==> src/verilog/console_pkg.sv <==
package console_pkg;

   // ----------------------------------------------------------------
   // Widths
   // ----------------------------------------------------------------
   localparam int WORD_W    = 16;
   localparam int FLOC_W    = 15;
   localparam int TALLY_W   = 4;
   localparam int GPR_W     = 3;
   localparam int WB_ADR_W  = 4;
   localparam int WB_DAT_W  = 32;
   localparam int SEL_W     = 4;

   // ----------------------------------------------------------------
   // Wishbone byte addresses (word aligned)
   // ----------------------------------------------------------------
   localparam logic [WB_ADR_W-1:0] ADDR_SWITCHES = 4'h0;
   localparam logic [WB_ADR_W-1:0] ADDR_DISPLAY  = 4'h4;
   localparam logic [WB_ADR_W-1:0] ADDR_STATE    = 4'h8;

   // ----------------------------------------------------------------
   // Panel state word fields, read at ADDR_STATE
   // ----------------------------------------------------------------
   localparam int ST_RUN_MODE = 0;
   localparam int ST_UNLOCKED = 1;
   localparam int ST_RUNNING  = 2;
   localparam int ST_STEPPING = 3;
   localparam int ST_WAITING  = 4;
   localparam int ST_SEL_LSB  = 8;
   localparam int ST_SEL_W    = 3;
   localparam int ST_GPR_LSB  = 12;

   // ----------------------------------------------------------------
   // Status word layout on the display
   // ----------------------------------------------------------------
   localparam int STS_TALLY_LSB = 0;
   localparam int STS_LINK      = 4;
   localparam int STS_OVERFLOW  = 5;
   localparam int STS_PLUS      = 6;
   localparam int STS_ZERO      = 7;
   localparam int STS_FORE      = 8;
   localparam int FLOC_IE_BIT   = 15;

   // ----------------------------------------------------------------
   // Positions inside the synchronised switch vector
   // ----------------------------------------------------------------
   localparam int SW_DATA_LSB = 0;
   localparam int SW_GPR_LSB  = 16;
   localparam int SW_STATUS   = 19;
   localparam int SW_FLOC     = 20;
   localparam int SW_OPADDR   = 21;
   localparam int SW_HELD     = 22;
   localparam int SW_SAVEHELD = 23;
   localparam int SW_IDLE     = 24;
   localparam int SW_KEY      = 25;
   localparam int SW_BTN_LSB  = 26;
   localparam int SW_W        = 30;

   // Momentary button order inside the button group.
   localparam int BTN_ENTER  = 0;
   localparam int BTN_STEP   = 1;
   localparam int BTN_SYSRST = 2;
   localparam int BTN_CONINT = 3;
   localparam int BTN_N      = 4;

   // ----------------------------------------------------------------
   // Types
   // ----------------------------------------------------------------
   typedef enum logic [2:0] {
      SEL_GPR,
      SEL_STATUS,
      SEL_FLOC,
      SEL_OPADDR,
      SEL_HELD
   } sel_t;

   typedef enum logic [1:0] {
      SEQ_HALT,
      SEQ_SINGLE,
      SEQ_RUN,
      SEQ_DRAIN
   } seq_t;

endpackage

==> src/verilog/front_panel_console_control.sv <==
// Function
// - Display register loads from program in RUN, from selected register in IDLE.
// - Select switches prioritised; held-word switch overrides all others.
// - General register chosen by 3-bit code when other selects are off.
// - Status view: tally, link, overflow, plus, zero, foreground; writable.
// - Location counter view puts interrupt enable in bit 15; write keeps it.
// - Manual stop lets running instruction finish before halting.
// - Operand address latch is displayable and writable from data switches.
// - Program can read data switches; down reads one, up reads zero.
// - ENTER in IDLE overwrites the selected register with data switches.
// - STEP in IDLE executes one instruction cycle and advances counter.
// - Repeat-held-word in IDLE re-executes held word; no effect outside IDLE.
// - STEP in RUN starts continuous execution.
// - RUN/IDLE switch: up selects RUN, down selects IDLE.
// - Systems reset initialises core, disables interrupts, sets foreground.
// - With key lock disabled no console switch has any effect except on program reads.
// - Program reads of data switches ignore the key lock.
// - Console interrupt switch raises a request only when unlocked.
// - Foreground lamp lit for foreground, always dark without the option.
// - Lamps for ROM access, DMA steal, monitor alarm, interrupt enable.
// - Interrupt acknowledge lamp lit while serviced; exit by STEP or reset.
// - IDLE and RUN lamps follow mode; both lit at WAIT while running.
`timescale 1ns/1ps
`default_nettype none

module front_panel_console_control (
   input  wire logic        ref_clk,
   input  wire logic        nrst,
   // Operator panel, asynchronous levels.
   input  wire logic [15:0] dataSw,
   input  wire logic [2:0]  gprSelSw,
   input  wire logic        statusSelSw,
   input  wire logic        flocSelSw,
   input  wire logic        opAddrSelSw,
   input  wire logic        heldSelSw,
   input  wire logic        repeatHeldSw,
   input  wire logic        idleSw,
   input  wire logic        keyEnableSw,
   input  wire logic        enterSw,
   input  wire logic        stepSw,
   input  wire logic        sysResetSw,
   input  wire logic        consoleIntSw,
   // Processor core, same clock.
   input  wire logic [15:0] coreGprData,
   input  wire logic [14:0] coreFetchLoc,
   input  wire logic        coreIntEnable,
   input  wire logic [15:0] coreOperandAddr,
   input  wire logic [15:0] coreHeldWord,
   input  wire logic [3:0]  coreRotTally,
   input  wire logic        coreLink,
   input  wire logic        coreOverflow,
   input  wire logic        corePlus,
   input  wire logic        coreZero,
   input  wire logic        coreForeground,
   input  wire logic        fgBgPresent,
   input  wire logic        coreRomAccess,
   input  wire logic        coreDmaSteal,
   input  wire logic        coreMonitorAlarm,
   input  wire logic        coreIntAck,
   input  wire logic        coreWaiting,
   input  wire logic        coreInstrDone,
   // Requests to the core.
   output logic [2:0]       gprIndex,
   output logic             regWrite,
   output logic [2:0]       regWriteSel,
   output logic [15:0]      regWriteData,
   output logic             stepReq,
   output logic             stepRepeatHeld,
   output logic             runReq,
   output logic             sysResetReq,
   output logic             consoleIntReq,
   // Lamps.
   output logic [15:0]      displayLamps,
   output logic             foregroundLamp,
   output logic             romLamp,
   output logic             dmaLamp,
   output logic             alarmLamp,
   output logic             intEnableLamp,
   output logic             intAckLamp,
   output logic             idleLamp,
   output logic             runLamp,
   // Classic Wishbone slave.
   input  wire logic        wb_cyc_i,
   input  wire logic        wb_stb_i,
   input  wire logic        wb_we_i,
   input  wire logic [3:0]  wb_adr_i,
   input  wire logic [3:0]  wb_sel_i,
   input  wire logic [31:0] wb_dat_i,
   output logic [31:0]      wb_dat_o,
   output logic             wb_ack_o
);

   // ----------------
   // Selection decode
   // ----------------

   // Left-to-right priority: held word, operand address, counter, status.
   function automatic console_pkg::sel_t decodeSel(input logic [console_pkg::SW_W-1:0] sw);
      if (sw[console_pkg::SW_HELD]) begin
         return console_pkg::SEL_HELD;
      end else if (sw[console_pkg::SW_OPADDR]) begin
         return console_pkg::SEL_OPADDR;
      end else if (sw[console_pkg::SW_FLOC]) begin
         return console_pkg::SEL_FLOC;
      end else if (sw[console_pkg::SW_STATUS]) begin
         return console_pkg::SEL_STATUS;
      end else begin
         return console_pkg::SEL_GPR;
      end
   endfunction

   // ----------------
   // Switch synchronisers
   // ----------------

   logic [console_pkg::SW_W-1:0]  swRaw;
   logic [console_pkg::SW_W-1:0]  swMeta_q;
   logic [console_pkg::SW_W-1:0]  sw_q;
   logic [console_pkg::BTN_N-1:0] btnPrev_q;
   logic [console_pkg::BTN_N-1:0] btnPrev_d;
   logic [console_pkg::BTN_N-1:0] btnNow;
   logic [console_pkg::BTN_N-1:0] press;
   logic                          unlocked;

   // All panel inputs gathered into one vector.
   assign swRaw = {consoleIntSw, sysResetSw, stepSw, enterSw, keyEnableSw, idleSw, repeatHeldSw,
                   heldSelSw, opAddrSelSw, flocSelSw, statusSelSw, gprSelSw, dataSw};

   // Button edges are only honoured while the key lock enables the panel.
   always_comb begin
      btnNow    = sw_q[console_pkg::SW_BTN_LSB +: console_pkg::BTN_N];
      btnPrev_d = btnNow;
      unlocked  = sw_q[console_pkg::SW_KEY];
      press     = btnNow & ~btnPrev_q & {console_pkg::BTN_N{unlocked}};
   end

   // Two-stage synchroniser followed by the edge history register.
   always_ff @(posedge ref_clk or negedge nrst) begin
      if (!nrst) begin
         swMeta_q  <= '0;
         sw_q      <= '0;
         btnPrev_q <= '0;
      end else begin
         swMeta_q  <= swRaw;
         sw_q      <= swMeta_q;
         btnPrev_q <= btnPrev_d;
      end
   end

   // ----------------
   // Panel settings, frozen while locked
   // ----------------

   logic                           runMode_q;
   logic                           runMode_d;
   console_pkg::sel_t              sel_q;
   console_pkg::sel_t              sel_d;
   logic [console_pkg::GPR_W-1:0]  gpr_q;
   logic [console_pkg::GPR_W-1:0]  gpr_d;
   logic                           saveHeld_q;
   logic                           saveHeld_d;

   // Level switches take effect only while the panel is unlocked.
   always_comb begin
      runMode_d  = runMode_q;
      sel_d      = sel_q;
      gpr_d      = gpr_q;
      saveHeld_d = saveHeld_q;
      if (unlocked) begin
         runMode_d  = ~sw_q[console_pkg::SW_IDLE];
         sel_d      = decodeSel(sw_q);
         gpr_d      = sw_q[console_pkg::SW_GPR_LSB +: console_pkg::GPR_W];
         saveHeld_d = sw_q[console_pkg::SW_SAVEHELD];
      end
   end

   // Settings start in IDLE with general register A selected.
   always_ff @(posedge ref_clk or negedge nrst) begin
      if (!nrst) begin
         runMode_q  <= 1'b0;
         sel_q      <= console_pkg::SEL_GPR;
         gpr_q      <= '0;
         saveHeld_q <= 1'b0;
      end else begin
         runMode_q  <= runMode_d;
         sel_q      <= sel_d;
         gpr_q      <= gpr_d;
         saveHeld_q <= saveHeld_d;
      end
   end

   // ----------------
   // Execution sequencer
   // ----------------

   console_pkg::seq_t seq_q;
   console_pkg::seq_t seq_d;
   logic              stepReq_d;
   logic              repeat_d;
   logic              runReq_d;
   logic              sysRst_d;
   logic              conInt_d;
   logic              regWrite_d;
   logic [2:0]        regWriteSel_d;
   logic [15:0]       regWriteData_d;

   // Steps, runs, drains and panel writes toward the core.
   always_comb begin
      seq_d          = seq_q;
      stepReq_d      = 1'b0;
      repeat_d       = stepRepeatHeld;
      runReq_d       = runReq;
      sysRst_d       = press[console_pkg::BTN_SYSRST];
      conInt_d       = press[console_pkg::BTN_CONINT];
      regWrite_d     = 1'b0;
      regWriteSel_d  = sel_q;
      regWriteData_d = sw_q[console_pkg::SW_DATA_LSB +: console_pkg::WORD_W];
      if (press[console_pkg::BTN_SYSRST]) begin
         seq_d    = console_pkg::SEQ_HALT;
         runReq_d = 1'b0;
         repeat_d = 1'b0;
      end else begin
         unique case (seq_q)
            console_pkg::SEQ_HALT: begin
               if (press[console_pkg::BTN_STEP] && runMode_q) begin
                  seq_d    = console_pkg::SEQ_RUN;
                  runReq_d = 1'b1;
               end else if (press[console_pkg::BTN_STEP]) begin
                  seq_d     = console_pkg::SEQ_SINGLE;
                  stepReq_d = 1'b1;
                  repeat_d  = saveHeld_q;
               end else if (press[console_pkg::BTN_ENTER] && !runMode_q) begin
                  regWrite_d = 1'b1;
               end
            end
            console_pkg::SEQ_SINGLE: begin
               if (coreInstrDone) begin
                  seq_d    = console_pkg::SEQ_HALT;
                  repeat_d = 1'b0;
               end
            end
            console_pkg::SEQ_RUN: begin
               if (!runMode_q) begin
                  seq_d    = console_pkg::SEQ_DRAIN;
                  runReq_d = 1'b0;
               end
            end
            console_pkg::SEQ_DRAIN: begin
               if (coreInstrDone || coreWaiting) begin
                  seq_d = console_pkg::SEQ_HALT;
               end
            end
         endcase
      end
   end

   // Sequencer and core request registers.
   always_ff @(posedge ref_clk or negedge nrst) begin
      if (!nrst) begin
         seq_q          <= console_pkg::SEQ_HALT;
         stepReq        <= 1'b0;
         stepRepeatHeld <= 1'b0;
         runReq         <= 1'b0;
         sysResetReq    <= 1'b0;
         consoleIntReq  <= 1'b0;
         regWrite       <= 1'b0;
         regWriteSel    <= '0;
         regWriteData   <= '0;
         gprIndex       <= '0;
      end else begin
         seq_q          <= seq_d;
         stepReq        <= stepReq_d;
         stepRepeatHeld <= repeat_d;
         runReq         <= runReq_d;
         sysResetReq    <= sysRst_d;
         consoleIntReq  <= conInt_d;
         regWrite       <= regWrite_d;
         regWriteSel    <= regWriteSel_d;
         regWriteData   <= regWriteData_d;
         gprIndex       <= gpr_d;
      end
   end

   // ----------------
   // Display register and lamps
   // ----------------

   logic [15:0] selValue;
   logic [15:0] display_d;
   logic        dispWrite;
   logic        foreground;

   // Foreground is meaningful only when the register-set option exists.
   assign foreground = fgBgPresent & coreForeground;

   // Picks the word that the current selection shows.
   always_comb begin
      selValue = '0;
      unique case (sel_q)
         console_pkg::SEL_GPR:    selValue = coreGprData;
         console_pkg::SEL_STATUS: begin
            selValue[console_pkg::STS_TALLY_LSB +: console_pkg::TALLY_W] = coreRotTally;
            selValue[console_pkg::STS_LINK]     = coreLink;
            selValue[console_pkg::STS_OVERFLOW] = coreOverflow;
            selValue[console_pkg::STS_PLUS]     = corePlus;
            selValue[console_pkg::STS_ZERO]     = coreZero;
            selValue[console_pkg::STS_FORE]     = foreground;
         end
         console_pkg::SEL_FLOC:   selValue = {coreIntEnable, coreFetchLoc};
         console_pkg::SEL_OPADDR: selValue = coreOperandAddr;
         console_pkg::SEL_HELD:   selValue = coreHeldWord;
         default:                 selValue = '0;
      endcase
   end

   // In IDLE the display tracks the selection; in RUN only the program writes it.
   always_comb begin
      display_d = displayLamps;
      if (!runMode_q) begin
         display_d = selValue;
      end else if (dispWrite) begin
         if (wb_sel_i[0]) begin
            display_d[7:0] = wb_dat_i[7:0];
         end
         if (wb_sel_i[1]) begin
            display_d[15:8] = wb_dat_i[15:8];
         end
      end
   end

   // Lamp registers.
   always_ff @(posedge ref_clk or negedge nrst) begin
      if (!nrst) begin
         displayLamps   <= '0;
         foregroundLamp <= 1'b0;
         romLamp        <= 1'b0;
         dmaLamp        <= 1'b0;
         alarmLamp      <= 1'b0;
         intEnableLamp  <= 1'b0;
         intAckLamp     <= 1'b0;
         idleLamp       <= 1'b0;
         runLamp        <= 1'b0;
      end else begin
         displayLamps   <= display_d;
         foregroundLamp <= foreground;
         romLamp        <= coreRomAccess;
         dmaLamp        <= coreDmaSteal;
         alarmLamp      <= coreMonitorAlarm;
         intEnableLamp  <= coreIntEnable;
         intAckLamp     <= coreIntAck;
         idleLamp       <= ~runMode_q | coreWaiting;
         runLamp        <= runMode_q;
      end
   end

   // ----------------
   // Wishbone slave
   // ----------------

   logic        ack_d;
   logic [31:0] rdData_d;
   logic [31:0] stateWord;

   // The write lands at the edge where the master samples the acknowledge.
   assign dispWrite = wb_cyc_i & wb_stb_i & wb_we_i & wb_ack_o & (wb_adr_i == console_pkg::ADDR_DISPLAY);

   // Panel state as seen by software.
   always_comb begin
      stateWord = '0;
      stateWord[console_pkg::ST_RUN_MODE] = runMode_q;
      stateWord[console_pkg::ST_UNLOCKED] = unlocked;
      stateWord[console_pkg::ST_RUNNING]  = runReq;
      stateWord[console_pkg::ST_STEPPING] = (seq_q == console_pkg::SEQ_SINGLE);
      stateWord[console_pkg::ST_WAITING]  = coreWaiting;
      stateWord[console_pkg::ST_SEL_LSB +: console_pkg::ST_SEL_W] = sel_q;
      stateWord[console_pkg::ST_GPR_LSB +: console_pkg::GPR_W]    = gpr_q;
   end

   // One-cycle acknowledge, then a gap; unmapped reads return zero.
   always_comb begin
      ack_d    = wb_cyc_i & wb_stb_i & ~wb_ack_o;
      rdData_d = '0;
      if (ack_d && !wb_we_i) begin
         unique case (wb_adr_i)
            console_pkg::ADDR_SWITCHES: rdData_d = {16'h0000, sw_q[15:0]};
            console_pkg::ADDR_DISPLAY:  rdData_d = {16'h0000, displayLamps};
            console_pkg::ADDR_STATE:    rdData_d = stateWord;
            default:                    rdData_d = '0;
         endcase
      end
   end

   // Bus answer registers.
   always_ff @(posedge ref_clk or negedge nrst) begin
      if (!nrst) begin
         wb_ack_o <= 1'b0;
         wb_dat_o <= '0;
      end else begin
         wb_ack_o <= ack_d;
         wb_dat_o <= rdData_d;
      end
   end

endmodule

`default_nettype wire

==> config.mk <==
export PLATFORM = sky130hd
export DESIGN_NAME = front_panel_console_control
export DESIGN_NICKNAME = d
export VERILOG_FILES = /design/src/verilog/console_pkg.sv /design/src/verilog/front_panel_console_control.sv
export SDC_FILE = /design/constraint.sdc
export NUM_CORES = 1
export LEC_CHECK = 0
export BUFFER_PORTS_ARGS = -buffer_cell sky130_fd_sc_hd__buf_2
export CAP_MARGIN = 10
export CELL_PAD_IN_SITES_DETAIL_PLACEMENT = 0
export CELL_PAD_IN_SITES_GLOBAL_PLACEMENT = 1
export CORE_AREA = 2 2 126 128
export CTS_CLUSTER_SIZE = 8
export DETAILED_ROUTE_END_ITERATION = 7
export DIE_AREA = 0 0 128 130
export HOLD_SLACK_MARGIN = 0.15
export PLACE_DENSITY = 0.77
export SLEW_MARGIN = 20
export SYNTH_ARGS = -nofsm -noshare
export SYNTH_HDL_FRONTEND = slang
export SYNTH_SLANG_ARGS = --single-unit
==> constraint.sdc <==
create_clock -name ref_clk -period 2 [get_ports ref_clk]
set_input_delay 0 -clock ref_clk [delete_from_list [all_inputs] [get_ports ref_clk]]
set_output_delay 0 -clock ref_clk [all_outputs]
set_load 0.005 [all_outputs]
==> qor.yml <==
vias_per_cell: 4.72
fill_cells: 1353
crit_family: "buffers and inverters"
cts.htree.levels: 4
clockRootBuffer: "clkbuf_16"
holdPathEnd: "displayLamps[6]$_DFFE_PN0P_"
clkLatencyLatePin_ns: 0.41
ff2ff_path_depth: 6
hold_depth: 5
die_y_um: 130
fin_tns_setup_ns: 0
endpoint_kind: "flip-flop"
arrival_ns: 2.02
rows: 46
cp_slowest_cell: "dlygate4sd3_1"
io_buffers: 205
critPathMaxStageDelay_ns: 0.56
syn_area_per_cell_um2: 12.6
hold_viol: 0
pin_count: 240
yosysUniqueCellTypes: 43
vias: 4445
syn-instance-count: 413
drc: 0
place_hpwl_um: 10500
synth_edf_count: 0
slew_viol_final: 0
finalInstanceArea_um2: 8150
drive_gt1_frac: 0.365
p_leak_nw: 3.90
gp_congestion: 0.799
cts_buffers: 17
worstPathRequired_ns: 2.29
wl_per_cell_um: 16.5
diodes: 0
grt_pass1_vias: 4658
timing.fmax_mhz: 576
reg2reg_from: "regWriteSel_d[1]$_DFFE_PN0P_"
reg2reg_slack_ns: 0.26
async_flop_share: 1.00
cts.sink_count: 140
critical_path_class: "reg -> reg"
synth_ff_type: "dfrtp_1"
drt-pass1-iter-count: 4
yosysSeqAreaShare: 0.671
fp.dieW_um: 128
globalRouteOverflowTotal: 0
setup_violations: 0
timing.max_cap.violations: 0
power.density_nw_per_um2: 884
fin_worst_skew_ns: 0.0123
finalCriticalPeriod_ns: 1.74
antenna_found_initial: 0
hp-class: "in -> reg"
critPathMaxFanout: 19
start_kind: "flip-flop"
relSlewSlack: 0.521
hp-start: "coreGprData[6]"
postCtsSetupBuffers: 0
placed_cell_area_um2: 6480
r2r_end: "displayLamps[5]$_DFFE_PN0P_"
drt_wl_total_um: 15500
fp.dieArea_um2: 16600
dpl.cell_count: 801
yosys_register_bits: 140
fin_hold_ws_ns: 0.161
track_usage: 0.190
ir_drop_v: 0.000586
grt_pass1_wl_um: 23700
grt_start_max_net_pins: 49
clk_pin_slew_worst_paths_ns: 0.06
setup_ws_ns: 0.262
core_um2: 15400
start_util: 0.338
area_growth_syn_to_layout_pct: 56.0
drt_iter0_markers: 253
crit_buf_inv: 2
cts_tree: "built"
status: "finished, final reports clean"
fin_crit_sh: 0.869
syn-cell-area_um2: 5220
cts_buffer_depth: 2
cp_cell_sequence: "buf_12 > mux2i_1 > dlygate4sd3_1 > o2bb2ai_1 > o21ai_0 > a31oi_1"
fin_cells: 942
ys_warn_count: 0
worstMarginPinSlew_ns: 0.719
pre_cts_ws_ns: 0.220
rsz0062_at_grt: "false"
nNetsFinal: 892
final_antenna_net_count: 0
[cell usage after synthesis, types with 2 or more instances]
cell,count,area (um2)
mux2i_1,18,180
nor3_1,2,10.0
buf_2,4,20.0
o21ai_0,20,100
a22o_1,7,61.3
nand2_1,25,93.8
o2bb2ai_1,7,61.3
nand3b_1,2,15.0
inv_1,12,45.0
a22oi_1,22,165
nor2_1,33,124
and2_1,2,12.5
a21oi_2,2,17.5
buf_4,20,150
a31oi_1,9,56.3
o21a_1,2,15.0
mux2_2,14,158
nand2b_1,4,25.0
a21oi_1,32,160
clkbuf_1,14,52.6
dfrtp_1,140,3500
[state kept, by name (all words and copies together), names as in the netlist, 2 cells and up]
name / cells
swMeta_q: 30
sw_q: 30
displayLamps: 16
regWriteData: 16
wb_dat_o: 16
btnPrev_q: 4
gprIndex: 3
regWriteSel: 3
regWriteSel_d: 3
seq_q: 2
[area by class of cell]
class                           instances  area (um2)  area share
Sequential cell                       140        3500       0.430
Clock buffer                           19         433      0.0531
Timing Repair Buffer                  329        2260       0.278
Multi-Input combinational cell        237        1520       0.187
Inverter                               12        45.0     0.00553
Clock inverter                         13         140      0.0172
Tap cell                              192         240      0.0295
[per-stage QoR]
stage | utilization | total power [mW]
global route | 0.528 | 7.53
CTS | 0.528 | 7.28
detailed placement | 0.420 | 4.07
global placement | 0.420 | 4.04
floorplan | - | 3.59
finish | 0.528 | 7.20
[worst max-delay path by stage]
| stage | start | endpoint | slack, ns | depth (start not counted) |
|---|---|---|---|---|
| final | regWriteSel_d[1]$_DFFE_PN0P_ | displayLamps[5]$_DFFE_PN0P_ | 0.26 | 6 |
| after detailed placement | regWriteSel_d[0]$_DFFE_PN0P_ | displayLamps[8]$_DFFE_PN0P_ | 0.22 | 4 |
| after CTS | regWriteSel_d[0]$_DFFE_PN0P_ | displayLamps[4]$_DFFE_PN0P_ | 0.17 | 4 |
| after global placement | regWriteSel_d[0]$_DFFE_PN0P_ | displayLamps[13]$_DFFE_PN0P_ | 0.30 | 4 |
| after floorplan | regWriteSel_d[1]$_DFFE_PN0P_ | displayLamps[3]$_DFFE_PN0P_ | 0.41 | 6 |
| after global routing | regWriteSel_d[0]$_DFFE_PN0P_ | displayLamps[13]$_DFFE_PN0P_ | 0.1 | 4 |
[cells by family after synthesis]
group | after synthesis | synth area share
mux | 32 | 0.0647
other cells | 1 | 0.000718
compound gates | 108 | 0.135
flops | 140 | 0.671
buf+inv | 51 | 0.0535
simple gates | 81 | 0.0748
[timing repair]
item | CTS | global route
gates resized for setup | 0 | 1
endpoints found under the hold margin | 200 | 0
setup endpoints to repair | 0 | 2
hold buffers | 109 | 0
[tightest hold or removal path, stage by stage]
cell and delay [ns]:
buf_2 0.08, mux2i_1 0.05, o22ai_1 0.16, o21ai_0 0.10
a31oi_1 0.14
[power breakdown]
group | leakage (nW) | total (mW) | switching, mW | internal (mW)
Clock | 0.282 | 3.02 | 1.18 | 1.84
Combinational | 1.93 | 0.984 | 0.451 | 0.533
Sequential | 1.69 | 3.20 | 0.170 | 3.03
[per-layer routing]
layer  vias to the layer above  part of all wire  global-route usage
met5                         -                 0                   0
met4                         0             0.018              0.0653
met3                        20             0.059              0.0447
met2                       195              0.52               0.345
met1                      2164              0.40               0.222
li1                       2066                 -                   -
[cells in the final DEF, fill, tap and decap left out, types with 17 or more instances in the layout]
master | netlist | layout
o21ai_0 | 20 | 20
mux2i_1 | 18 | 18
dlygate4sd3_1 | 0 | 109
a21oi_1 | 32 | 32
nor2_1 | 33 | 32
buf_2 | 4 | 204
a22oi_1 | 22 | 22
dfrtp_1 | 140 | 140
nand2_1 | 25 | 25
clkbuf_16 | 0 | 17
Note: power is estimated with default switching activity, not from simulation.
